File: config.mk
export PLATFORM = sky130hd
export DESIGN_NAME = aotc_top
export DESIGN_NICKNAME = d
export VERILOG_FILES = /design/src/aotc_pkg.sv /design/src/aotc_top.sv
export SDC_FILE = /design/constraint.sdc
export NUM_CORES = 1
export LEC_CHECK = 0
export ABC_AREA = 1
export BUFFER_PORTS_ARGS = -buffer_cell sky130_fd_sc_hd__buf_4
export CAP_MARGIN = 40
export CORE_MARGIN = 1.5
export CORE_UTILIZATION = 40
export DETAILED_ROUTE_END_ITERATION = 10
export PLACE_DENSITY = 0.7
export SYNTH_ARGS = -nofsm -noshare
export SYNTH_HDL_FRONTEND = slang
export SYNTH_SLANG_ARGS = --single-unit
File: constraint.sdc
create_clock -name CLK -period 2.36 [get_ports CLK]
set_input_delay 0.236 -clock CLK [delete_from_list [all_inputs] [get_ports CLK]]
set_output_delay 0.236 -clock CLK [all_outputs]
set_load 0.03 [all_outputs]
File: src/aotc_pkg.sv
// aotc_pkg: constants and types for the converter output test/config bank
// assumes 8-bit register addresses and 12-bit sample words
package aotc_pkg;

    // ==========================================================
    // register offsets
    localparam logic [7:0] TEST_SEL_ADDR   = 8'h0D;
    localparam logic [7:0] OFFSET_ADDR     = 8'h10;
    localparam logic [7:0] FORMAT_ADDR     = 8'h14;
    localparam logic [7:0] DRIVE_ADDR      = 8'h15;
    localparam logic [7:0] CLK_PHASE_ADDR  = 8'h16;
    localparam logic [7:0] CLK_DELAY_ADDR  = 8'h17;
    localparam logic [7:0] SPAN_ADDR       = 8'h18;

    // ==========================================================
    // reset values
    localparam logic [7:0] TEST_SEL_RST    = 8'h00;
    localparam logic [7:0] OFFSET_RST      = 8'h00;
    localparam logic [7:0] FORMAT_RST      = 8'h05;
    localparam logic [7:0] DRIVE_RST       = 8'h01;
    localparam logic [7:0] CLK_PHASE_RST   = 8'h00;
    localparam logic [7:0] CLK_DELAY_RST   = 8'h00;
    localparam logic [7:0] SPAN_RST        = 8'h00;

    // ==========================================================
    // implemented bits; open bits read as zero
    localparam logic [7:0] TEST_SEL_MASK   = 8'hBF;
    localparam logic [7:0] OFFSET_MASK     = 8'h3F;
    localparam logic [7:0] FORMAT_MASK     = 8'h17;
    localparam logic [7:0] DRIVE_MASK      = 8'h0F;
    localparam logic [7:0] CLK_PHASE_MASK  = 8'hA0;
    localparam logic [7:0] CLK_DELAY_MASK  = 8'h9F;
    localparam logic [7:0] SPAN_MASK       = 8'h1F;

    // ==========================================================
    // field positions
    localparam int USER_SINGLE_BIT  = 7;
    localparam int PN_LONG_RST_BIT  = 5;
    localparam int PN_SHORT_RST_BIT = 4;
    localparam int OUT_DISABLE_BIT  = 4;
    localparam int OUT_NORMAL_BIT   = 2;
    localparam int CLK_INVERT_BIT   = 7;
    localparam int ODD_EVEN_BIT     = 5;
    localparam int DELAY_EN_BIT     = 7;

    // ==========================================================
    // sample width and pattern words (offset binary)
    localparam int DATA_W = 12;
    localparam logic [11:0] MIDSCALE_CODE = 12'h800;
    localparam logic [11:0] POS_FS_CODE   = 12'hFFF;
    localparam logic [11:0] NEG_FS_CODE   = 12'h000;
    localparam logic [11:0] CHECKER_A     = 12'hAAA;
    localparam logic [11:0] CHECKER_B     = 12'h555;
    localparam logic [11:0] ALL_ONES      = 12'hFFF;
    localparam logic [11:0] ALL_ZEROS     = 12'h000;
    localparam logic [11:0] SAT_MAX       = 12'hFFF;
    localparam logic [11:0] SAT_MIN       = 12'h000;

    // pseudo-random generators: length and feedback tap
    localparam int PN_LONG_W   = 23;
    localparam int PN_LONG_TAP = 18;
    localparam int PN_SHORT_W  = 9;
    localparam int PN_SHORT_TAP = 5;
    localparam int USER_WORDS  = 4;

    typedef enum logic [3:0] {
        TEST_OFF      = 4'b0000,
        TEST_MIDSCALE = 4'b0001,
        TEST_POS_FS   = 4'b0010,
        TEST_NEG_FS   = 4'b0011,
        TEST_CHECKER  = 4'b0100,
        TEST_PN_LONG  = 4'b0101,
        TEST_PN_SHORT = 4'b0110,
        TEST_TOGGLE   = 4'b0111,
        TEST_USER     = 4'b1000,
        TEST_RAMP     = 4'b1111
    } aotc_test_type;

    typedef enum logic [1:0] {
        FMT_OFFSET_BIN = 2'b00,
        FMT_TWOS_COMP  = 2'b01,
        FMT_GRAY       = 2'b10,
        FMT_RESERVED   = 2'b11
    } aotc_format_type;

    // register write request from the serial control port
    typedef struct packed {
        logic       wr;
        logic [7:0] addr;
        logic [7:0] data;
    } aotc_wreq_type;

    // four user pattern words, 16 bits each, MSB-aligned data
    typedef struct packed {
        logic [15:0] word3;
        logic [15:0] word2;
        logic [15:0] word1;
        logic [15:0] word0;
    } aotc_user_type;

endpackage

File: src/aotc_top.sv
// aotc_top: output test/config register bank with test pattern generator
// assumes the serial port deframes writes into one-cycle requests on CLK,
// and samples arrive as offset binary words on CLK
`timescale 1ns/1ps
module aotc_top (
    // clock and reset
    input  wire logic                  CLK,
    input  wire logic                  RST,
    // register access from the serial control port
    input  wire aotc_pkg::aotc_wreq_type WREQ,
    input  wire logic [7:0]            RD_ADDR,
    output logic      [7:0]            RD_DATA,
    // user pattern words held outside this bank
    input  wire aotc_pkg::aotc_user_type USER_PAT,
    // converted samples and formatted output
    input  wire logic [11:0]           SAMPLE,
    output logic      [11:0]           DATA_OUT,
    output logic                       DATA_OE,
    // settings for the analog and clock output stages
    output logic      [3:0]            DRIVE_CODE,
    output logic      [4:0]            SPAN_CODE,
    output logic                       OUT_CLK_INVERT,
    output logic                       ODD_EVEN_EN,
    output logic                       OUT_CLK_DELAY_EN,
    output logic      [4:0]            OUT_CLK_DELAY
);

    // ==========================================================
    // register file
    logic [7:0] test_reg, offset_reg, format_reg, drive_reg;
    logic [7:0] phase_reg, delay_reg, span_reg;

    wire logic wr_test   = WREQ.wr && WREQ.addr == aotc_pkg::TEST_SEL_ADDR;
    wire logic wr_offset = WREQ.wr && WREQ.addr == aotc_pkg::OFFSET_ADDR;
    wire logic wr_format = WREQ.wr && WREQ.addr == aotc_pkg::FORMAT_ADDR;
    wire logic wr_drive  = WREQ.wr && WREQ.addr == aotc_pkg::DRIVE_ADDR;
    wire logic wr_phase  = WREQ.wr && WREQ.addr == aotc_pkg::CLK_PHASE_ADDR;
    wire logic wr_delay  = WREQ.wr && WREQ.addr == aotc_pkg::CLK_DELAY_ADDR;
    wire logic wr_span   = WREQ.wr && WREQ.addr == aotc_pkg::SPAN_ADDR;

    always_ff @(posedge CLK) begin
        if (RST) begin
            test_reg   <= aotc_pkg::TEST_SEL_RST;
            offset_reg <= aotc_pkg::OFFSET_RST;
            format_reg <= aotc_pkg::FORMAT_RST;
            drive_reg  <= aotc_pkg::DRIVE_RST;
            phase_reg  <= aotc_pkg::CLK_PHASE_RST;
            delay_reg  <= aotc_pkg::CLK_DELAY_RST;
            span_reg   <= aotc_pkg::SPAN_RST;
        end else begin
            if (wr_test)   test_reg   <= WREQ.data & aotc_pkg::TEST_SEL_MASK;
            if (wr_offset) offset_reg <= WREQ.data & aotc_pkg::OFFSET_MASK;
            if (wr_format) format_reg <= WREQ.data & aotc_pkg::FORMAT_MASK;
            if (wr_drive)  drive_reg  <= WREQ.data & aotc_pkg::DRIVE_MASK;
            if (wr_phase)  phase_reg  <= WREQ.data & aotc_pkg::CLK_PHASE_MASK;
            if (wr_delay)  delay_reg  <= WREQ.data & aotc_pkg::CLK_DELAY_MASK;
            if (wr_span)   span_reg   <= WREQ.data & aotc_pkg::SPAN_MASK;
        end
    end

    // ==========================================================
    // read back
    logic [7:0] rd_next;
    always_comb begin
        unique case (RD_ADDR)
            aotc_pkg::TEST_SEL_ADDR:  rd_next = test_reg;
            aotc_pkg::OFFSET_ADDR:    rd_next = offset_reg;
            aotc_pkg::FORMAT_ADDR:    rd_next = format_reg;
            aotc_pkg::DRIVE_ADDR:     rd_next = drive_reg;
            aotc_pkg::CLK_PHASE_ADDR: rd_next = phase_reg;
            aotc_pkg::CLK_DELAY_ADDR: rd_next = delay_reg;
            aotc_pkg::SPAN_ADDR:      rd_next = span_reg;
            default:                  rd_next = 8'h00;
        endcase
    end

    always_ff @(posedge CLK) begin
        if (RST) RD_DATA <= 8'h00;
        else     RD_DATA <= rd_next;
    end

    // ==========================================================
    // pattern sources
    wire logic [3:0] test_code = test_reg[3:0];
    wire logic user_single = test_reg[aotc_pkg::USER_SINGLE_BIT];
    wire logic pn_long_hold = test_reg[aotc_pkg::PN_LONG_RST_BIT];
    wire logic pn_short_hold = test_reg[aotc_pkg::PN_SHORT_RST_BIT];

    logic [aotc_pkg::PN_LONG_W-1:0]  pn_long_reg;
    logic [aotc_pkg::PN_SHORT_W-1:0] pn_short_reg;
    logic [11:0] ramp_reg;
    logic        phase_bit_reg;
    logic [1:0]  user_idx_reg;
    logic        user_done_reg;

    wire logic pn_long_fb = pn_long_reg[aotc_pkg::PN_LONG_W-1]
                          ^ pn_long_reg[aotc_pkg::PN_LONG_TAP-1];
    wire logic pn_short_fb = pn_short_reg[aotc_pkg::PN_SHORT_W-1]
                           ^ pn_short_reg[aotc_pkg::PN_SHORT_TAP-1];
    wire logic user_last = user_idx_reg == 2'(aotc_pkg::USER_WORDS - 1);

    always_ff @(posedge CLK) begin
        if (RST || pn_long_hold) pn_long_reg <= '1;
        else pn_long_reg <= {pn_long_reg[aotc_pkg::PN_LONG_W-2:0], pn_long_fb};
    end

    always_ff @(posedge CLK) begin
        if (RST || pn_short_hold) pn_short_reg <= '1;
        else pn_short_reg <= {pn_short_reg[aotc_pkg::PN_SHORT_W-2:0],
                              pn_short_fb};
    end

    always_ff @(posedge CLK) begin
        if (RST) begin
            ramp_reg      <= 12'h000;
            phase_bit_reg <= 1'b0;
        end else begin
            ramp_reg      <= ramp_reg + 12'h001;
            phase_bit_reg <= ~phase_bit_reg;
        end
    end

    // user words cycle; single mode parks at zeros until test select rewritten
    always_ff @(posedge CLK) begin
        if (RST || wr_test) begin
            user_idx_reg  <= 2'h0;
            user_done_reg <= 1'b0;
        end else if (test_code == aotc_pkg::TEST_USER) begin
            user_idx_reg <= user_idx_reg + 2'h1;
            if (user_last && user_single) user_done_reg <= 1'b1;
        end
    end

    logic [15:0] user_word;
    always_comb begin
        unique case (user_idx_reg)
            2'h0: user_word = USER_PAT.word0;
            2'h1: user_word = USER_PAT.word1;
            2'h2: user_word = USER_PAT.word2;
            2'h3: user_word = USER_PAT.word3;
        endcase
    end

    // ==========================================================
    // pattern select
    logic [11:0] test_word;
    always_comb begin
        unique case (test_code)
            aotc_pkg::TEST_MIDSCALE: test_word = aotc_pkg::MIDSCALE_CODE;
            aotc_pkg::TEST_POS_FS:   test_word = aotc_pkg::POS_FS_CODE;
            aotc_pkg::TEST_NEG_FS:   test_word = aotc_pkg::NEG_FS_CODE;
            aotc_pkg::TEST_CHECKER:  test_word = phase_bit_reg ?
                aotc_pkg::CHECKER_B : aotc_pkg::CHECKER_A;
            aotc_pkg::TEST_PN_LONG:  test_word = pn_long_reg[11:0];
            aotc_pkg::TEST_PN_SHORT:
                test_word = {pn_short_reg, pn_short_reg[8:6]};
            aotc_pkg::TEST_TOGGLE:   test_word = phase_bit_reg ?
                aotc_pkg::ALL_ZEROS : aotc_pkg::ALL_ONES;
            aotc_pkg::TEST_USER:     test_word = user_done_reg ?
                aotc_pkg::ALL_ZEROS : user_word[15:4];
            aotc_pkg::TEST_RAMP:     test_word = ramp_reg;
            default:                 test_word = aotc_pkg::ALL_ZEROS;
        endcase
    end

    // ==========================================================
    // offset trim with saturation on live samples
    wire logic [12:0] trim_sum = {1'b0, SAMPLE}
                               + {{7{offset_reg[5]}}, offset_reg[5:0]};
    wire logic trim_neg = offset_reg[5];
    // bit 12 is a carry for a positive trim, a borrow for a negative one
    wire logic [11:0] trimmed = !trim_sum[12] ? trim_sum[11:0]
                              : (trim_neg ? aotc_pkg::SAT_MIN
                                          : aotc_pkg::SAT_MAX);
    wire logic [11:0] sample_trim = trimmed;

    // ==========================================================
    // source mux and output format
    wire logic test_on = test_code != aotc_pkg::TEST_OFF;
    wire logic [11:0] src_word = test_on ? test_word : sample_trim;

    logic [11:0] fmt_word;
    always_comb begin
        unique case (format_reg[1:0])
            aotc_pkg::FMT_TWOS_COMP:  fmt_word = src_word ^ 12'h800;
            aotc_pkg::FMT_GRAY:       fmt_word = src_word ^ (src_word >> 1);
            aotc_pkg::FMT_OFFSET_BIN: fmt_word = src_word;
            aotc_pkg::FMT_RESERVED:   fmt_word = src_word;
        endcase
    end

    wire logic out_normal = format_reg[aotc_pkg::OUT_NORMAL_BIT];
    wire logic [11:0] data_next = out_normal ? fmt_word : ~fmt_word;

    always_ff @(posedge CLK) begin
        if (RST) begin
            DATA_OUT <= 12'h000;
            DATA_OE  <= 1'b0;
        end else begin
            DATA_OUT <= data_next;
            DATA_OE  <= ~format_reg[aotc_pkg::OUT_DISABLE_BIT];
        end
    end

    // ==========================================================
    // stage settings straight from register flops
    assign DRIVE_CODE       = drive_reg[3:0];
    assign SPAN_CODE        = span_reg[4:0];
    assign OUT_CLK_INVERT   = phase_reg[aotc_pkg::CLK_INVERT_BIT];
    assign ODD_EVEN_EN      = phase_reg[aotc_pkg::ODD_EVEN_BIT];
    assign OUT_CLK_DELAY_EN = delay_reg[aotc_pkg::DELAY_EN_BIT];
    assign OUT_CLK_DELAY    = delay_reg[4:0];

endmodule

==> impl_metrics.ini, run 1 <==
[floorplan]
initial_core_util_pct = 41.0
die_w_um = 123
dieHeight_um = 123
pin_count = 141
rows = 43
dieArea_sq_mm = 0.0150
coreArea_sq_mm = 0.0139

[timing]
drv_slew = 0
rsz0062_at_grt = yes
skew_ns = 0.00856
hold_viol = 0
worst_pin_slew_ns = 0.583
setup_violations = 0
hold_ws_ns = 0.141
setup_ws_ns = 0.137
min_period_over_period_pct = 94.2
finalCriticalPeriod_ns = 2.22
fin_setup_tns_ns = 0
slew_headroom_pct = 61.0
max_freq_ghz = 0.450

[critical_path]
crit_cells = 15
critPathLaunchType = flop
cp_cell_sequence = buf_4 -> ha_4 -> nand2_1 -> nor2_2 -> nand3_2 -> nand4_4 -> nand2_4 -> inv_4 -> nand2_1 -> nand2_1 -> nand2_1 -> o21ai_1 -> inv_1 -> nor2_1 -> nor2_1
crit_arrival_ns = 2.46
critPathMaxFanout = 8
worstPathRequired_ns = 2.59
crit_path_start = offset_reg[5]$_SDFFE_PP0P_
rr_startpoint = offset_reg[5]$_SDFFE_PP0P_
crit_top_cell = nand2_1
setup.worst_path.class = flop to flop
crit_path_max_incr_delay_ns = 0.37
end_kind = flop
crit_buf_inv = 3
worstRegToRegCells = 15
cpLargestDelayFamily = simple AND/OR/NAND/NOR gates
cp_slowest_cell = dfxtp_4

[synth]
ys_seq_area_share_pct = 35.7
synthArstFlopShare_pct = 0
synthTopCellsByArea = dfxtp_1 (36%), nand2_1 (14%), inv_1 (8.5%)
synthFlopType = dfxtp_1
syn-cell-area_sq_mm = 0.00571
syn_inst = 871
synth_top_family_by_area = simple AND/OR/NAND/NOR gates
muxShareOfSynthArea_pct = 0
syn_nets = 994
synth_cell_types = 50
synth_area_leader_cell = dfxtp_1
synth-simple-area-share_pct = 32.0
ys_warn_count = 0
syn_avg_cell_area_sq_um = 6.56
synth_xor_area_share_pct = 0.920
yosysTopAreaCellShare_pct = 35.7
ys_ff_latch = 102
synth_edf_count = 0
synth_compound_area_share_pct = 15.9
synthAdderAreaFrac_pct = 4.51

[route]
wl_um = 16200
wl_per_cell_um = 13.6
antenna_left = 0
vias_per_cell = 4.92
post-route-drc-count = 0
dr.pass1.iters = 4
dr_total_vias = 5864
dr.first_iter.drc_count = 325

[global_route]
grt_pass1_vias = 5355
grt_max_degree = 24
grt_pass1_wl_um = 25400
grt_usage_pct = 21.6
antenna_found_initial = 0
grt_overflow_total = 0

[finish]
syn_to_final_growth_pct = 30.0
largest_reg_flops = 23
nFillCells = 1369
diodes = 0
drive_above_1_share_pct = 23.1
final_cell_mix = nand2_1 (209), buf_4 (147), inv_1 (127)
final_common_cell = nand2_1
final_cells = 1191
fin_nets = 1132

[cts]
numCtsBuffers = 9
cts_root_buffer = clkbuf_16
clock_path_buffers = 2
postCtsHoldBufs = 0
cts_tree = done
clk_latency_ns = 0.35
cts-htree-levels = 3
clk_pin_slew_worst_paths_ns = 0.06
numClockSinks = 102

[power_and_ir_drop]
pwr_density_cell_mw_per_mm2 = 471
power_mw = 3.50
vdd_drop_max_mv = 0.282
power_leakage_nw = 3.67

[min_path]
worstHoldPathCells = 3
hp-class = input pin to flop
min_from = WREQ[2]

[job]
maxCapViolations = 0

[run_status]
outcome = finished clean

[placement]
dp_hpwl_um = 12700
dp_cells = 1175
globalplace.congestion = 0.955
pre_cts_slack_ns = -0.0237
portBuffers = 122
[power breakdown]
| part | total (mW) | internal, mW | switching [mW] |
|---|---|---|---|
| combinational | 0.410 | 0.187 | 0.223 |
| sequential | 1.76 | 1.75 | 0.0126 |
| clock | 1.33 | 0.697 | 0.632 |
[worst reg2reg max path: cells and delay by family (launching register included)]
| kind | cells | cell delay [ns] |
|---|---|---|
| and+or+nand+nor | 10 | 1.06 |
| DFF | 1 | 0.37 |
| buffers and inverters | 3 | 0.31 |
| adders and majority gates | 1 | 0.29 |
| AOI/OAI and AO/OA | 1 | 0.09 |
[per-stage QoR]
stage | area [sq um] | util, %
after global placement | 6940 | 49.8
after detailed placement | 6950 | 49.9
after CTS | 7200 | 51.7
final | 7430 | 53.3
after global routing | 7430 | 53.3
after floorplan | 5710 | -
[logic make-up (layout without fill, tap and decap cells)]
logic type,count (synthesis),after routing
AOI/OAI and AO/OA,157,157
DFF,102,102
buffers and inverters,160,300
and+or+nand+nor,425,425
other,1,1
xor gates and xnor gates,6,6
adders and majority gates,20,20
[Yosys cell counts, drive strengths merged (7+ instances only)]
master  instances
nand2         224
inv           137
dfxtp         102
nor2           95
a21oi          72
nand3          69
o21ai          49
nor3           20
ha             19
clkbuf         15
o211ai          9
buf             7
nand4           7
[area by class of cell]
| cell class | instances | area, sq um | share of cell area (%) |
|---|---|---|---|
| Clock buffer | 9 | 225 | 3.03 |
| Clock inverter | 4 | 26.3 | 0.354 |
| Inverter | 138 | 524 | 7.06 |
| Multi-Input combinational cell | 609 | 3250 | 43.7 |
| Sequential cell | 102 | 2050 | 27.6 |
| Tap cell | 180 | 225 | 3.03 |
| Timing Repair Buffer | 149 | 1130 | 15.3 |
[path summary, 6_finish.rpt]
path / slack [ns] / to
max reg2reg: 0.14 / DATA_OUT[11]$_SDFF_PP0_
min: 0.14 / format_reg[2]$_SDFFE_PP1P_
max: 0.14 / DATA_OUT[11]$_SDFF_PP0_
min reg2reg: 0.41 / pn_long_reg[16]$_SDFF_PP1_
[what timing repair did]
item	4_1_cts	5_1_grt
buffers inserted	0	3
pin swaps	0	7
endpoints found under the setup margin	4	12
resized for setup	2	50
[layer usage]
layer | GRT usage, % | vias to the layer above | part of all wire (%)
met2 | 35.3 | 194 | 44
met4 | 6.76 | 0 | 1.8
met3 | 4.28 | 17 | 7.0
met1 | 28.7 | 2572 | 47
li1 | - | 3081 | -
met5 | 0 | - | 0
(Power assumes the default switching activity.)
==> inputs of run 2 (changes only) <==
--- a/config.mk
+++ b/config.mk
@@ -12,6 +12,7 @@
 export CORE_UTILIZATION = 40
 export DETAILED_ROUTE_END_ITERATION = 10
 export PLACE_DENSITY = 0.7
+export REMOVE_ABC_BUFFERS = 1
 export SYNTH_ARGS = -nofsm -noshare
 export SYNTH_HDL_FRONTEND = slang
 export SYNTH_SLANG_ARGS = --single-unit
==> run 2 against run 1 <==
Effect of this change: fmax down 1.5%; first-iteration DRC count up 15%; routed wire length about the same; critical path depth unchanged; non-clock buffer count down 3; critical path type unchanged; critical endpoint is now DATA_OUT[9]$_SDFF_PP0_; highest routed layer unchanged.
==> impl_metrics.ini, run 2 (synthesis results as in run 1) <==
[critical_path]
critPathLaunchType = flop
cp_slowest_cell = dfxtp_4
setup.worst_path.class = flop to flop
regToRegSetupSlack_ns = 0.10
crit_path_max_incr_delay_ns = 0.37
cpLargestDelayFamily = simple AND/OR/NAND/NOR gates
worstRegToRegCells = 15
rr_endpoint = DATA_OUT[9]$_SDFF_PP0_
crit_top_cell = nand2_1
crit_arrival_ns = 2.53
cp_cell_sequence = buf_4 -> ha_4 -> nand2_1 -> inv_1 -> a21oi_4 -> nand3_2 -> nand2_2 -> nand2_1 -> inv_1 -> nand2_1 -> a21oi_1 -> o21ai_1 -> nand3_1 -> nand2_1 -> nor2_1
rr_startpoint = offset_reg[5]$_SDFFE_PP0P_
critPathMaxFanout = 6
crit_buf_inv = 3
end_kind = flop
worstPathRequired_ns = 2.64
crit_cells = 15

[timing]
setup_violations = 0
worst_pin_slew_ns = 0.571
finalCriticalPeriod_ns = 2.26
rsz0062_at_grt = yes
max_freq_ghz = 0.443
hold_ws_ns = 0.128
skew_ns = 0.00872
min_period_over_period_pct = 95.6
slew_headroom_pct = 61.7
drv_slew = 0
fin_setup_tns_ns = 0
hold_viol = 0

[finish]
final_common_cell = nand2_1
post-route-util_pct = 53.2
drive_above_1_share_pct = 22.2
syn_to_final_growth_pct = 29.7
multi_input_area_sq_mm = 0.00320
register_area_sq_mm = 0.00205
final_cell_mix = nand2_1 (209), buf_4 (145), inv_1 (129)
largest_reg_flops = 23
diodes = 0
fin_nets = 1129
nFillCells = 1377

[min_path]
hp-class = input pin to flop
worstHoldPathCells = 3
hold_end = format_reg[0]$_SDFFE_PP1P_
min_from = WREQ[0]

[cts]
cts_tree = done
cts_root_buffer = clkbuf_16
clock_path_buffers = 2
numCtsBuffers = 9
postCtsHoldBufs = 0
clk_latency_ns = 0.36
cts-htree-levels = 3
clk_pin_slew_worst_paths_ns = 0.07
numClockSinks = 102

[route]
antenna_left = 0
post-route-drc-count = 0
wl_per_cell_um = 13.6
wl_um = 16200
dr.pass1.iters = 5
vias_per_cell = 5.05
dr.first_iter.drc_count = 375
dr_total_vias = 6012

[global_route]
antenna_found_initial = 0
grt_pass1_wl_um = 24800
grt_usage_pct = 21.3
grt_pass1_vias = 5190
grt_overflow_total = 0
grt_max_degree = 37

[power_and_ir_drop]
p_int_mw = 2.77
pwr-share-clk_pct = 41.4
p_sw_mw = 0.929
p_sw_share_pct = 25.1
power_leakage_nw = 3.67
sequentialPowerShare_pct = 47.6
vdd_drop_max_mv = 0.380
p_comb_share_pct = 11.0
pwr_density_cell_mw_per_mm2 = 499

[floorplan]
initial_core_util_pct = 41.0
rows = 43
coreArea_sq_mm = 0.0139
pin_count = 141
die_w_um = 123
dieHeight_um = 123
dieArea_sq_mm = 0.0150

[placement]
portBuffers = 122
globalplace.congestion = 0.903
dp_hpwl_um = 12500

[job]
maxCapViolations = 0

[run_status]
outcome = finished clean
## run 2: metrics by stage
stage	area, sq um	instances	power (mW)	setup WS, ns
3_5_place_dp	6910	1171	2.19	-0.0693
5_1_grt	7410	1191	3.83	-0.0528
6_report	7410	1191	3.70	0.104
3_3_place_gp	6910	1171	2.18	-0.00958
2_1_floorplan	5610	849	1.99	0.196
4_1_cts	7220	1187	3.71	0.0369
## run 2: area by class of cell
class                           instances  share of cell area, %
Inverter                              138                   7.04
Clock inverter                          7                   1.08
Tap cell                              180                   3.04
Sequential cell                       102                   27.6
Multi-Input combinational cell        609                   43.2
Timing Repair Buffer                  146                   15.0
Clock buffer                            9                   3.04
## run 2: tightest hold or removal path: cells and delay by family
family	cells	cell delay, ns
AO/OA/AOI/OAI	2	0.12
buffers and inverters	1	0.10
## run 2: routing by layer
layer  vias to the layer above  track usage [%]  routed length, um  part of all wire [%]
met1                      2691             27.7               7160                    44
li1                       3079                -                  -                     -
met5                         -                0                  0                     0
met2                       224             35.5               7440                    46
met4                         0             6.03                242                   1.5
met3                        18             4.46               1340                   8.3
## run 2: worst max-delay path by stage
stage,slack [ns],startpoint,endpoint
finish,0.10,offset_reg[5]$_SDFFE_PP0P_,DATA_OUT[9]$_SDFF_PP0_
global route,-0.05,offset_reg[5]$_SDFFE_PP0P_,DATA_OUT[5]$_SDFF_PP0_
CTS,0.04,offset_reg[0]$_SDFFE_PP0P_,DATA_OUT[5]$_SDFF_PP0_
detailed placement,-0.07,offset_reg[5]$_SDFFE_PP0P_,DATA_OUT[0]$_SDFF_PP0_
global placement,-0.01,SAMPLE[0],DATA_OUT[0]$_SDFF_PP0_
floorplan,0.20,offset_reg[0]$_SDFFE_PP0P_,DATA_OUT[5]$_SDFF_PP0_
## run 2: power groups by stage
stage | Clock (mW) | Combinational (mW) | Sequential, mW
after floorplan | 0 | 0.160 | 1.83
after global placement | 0 | 0.385 | 1.80
after detailed placement | 0 | 0.390 | 1.80
after CTS | 1.56 | 0.391 | 1.76
after global routing | 1.62 | 0.445 | 1.76
final | 1.53 | 0.406 | 1.76
## run 2: repair_timing
item                       4_1_cts  5_1_grt
setup buffers                    0        4
resized for setup                3       39
setup endpoints to repair       11       12
pin swaps                        0        7
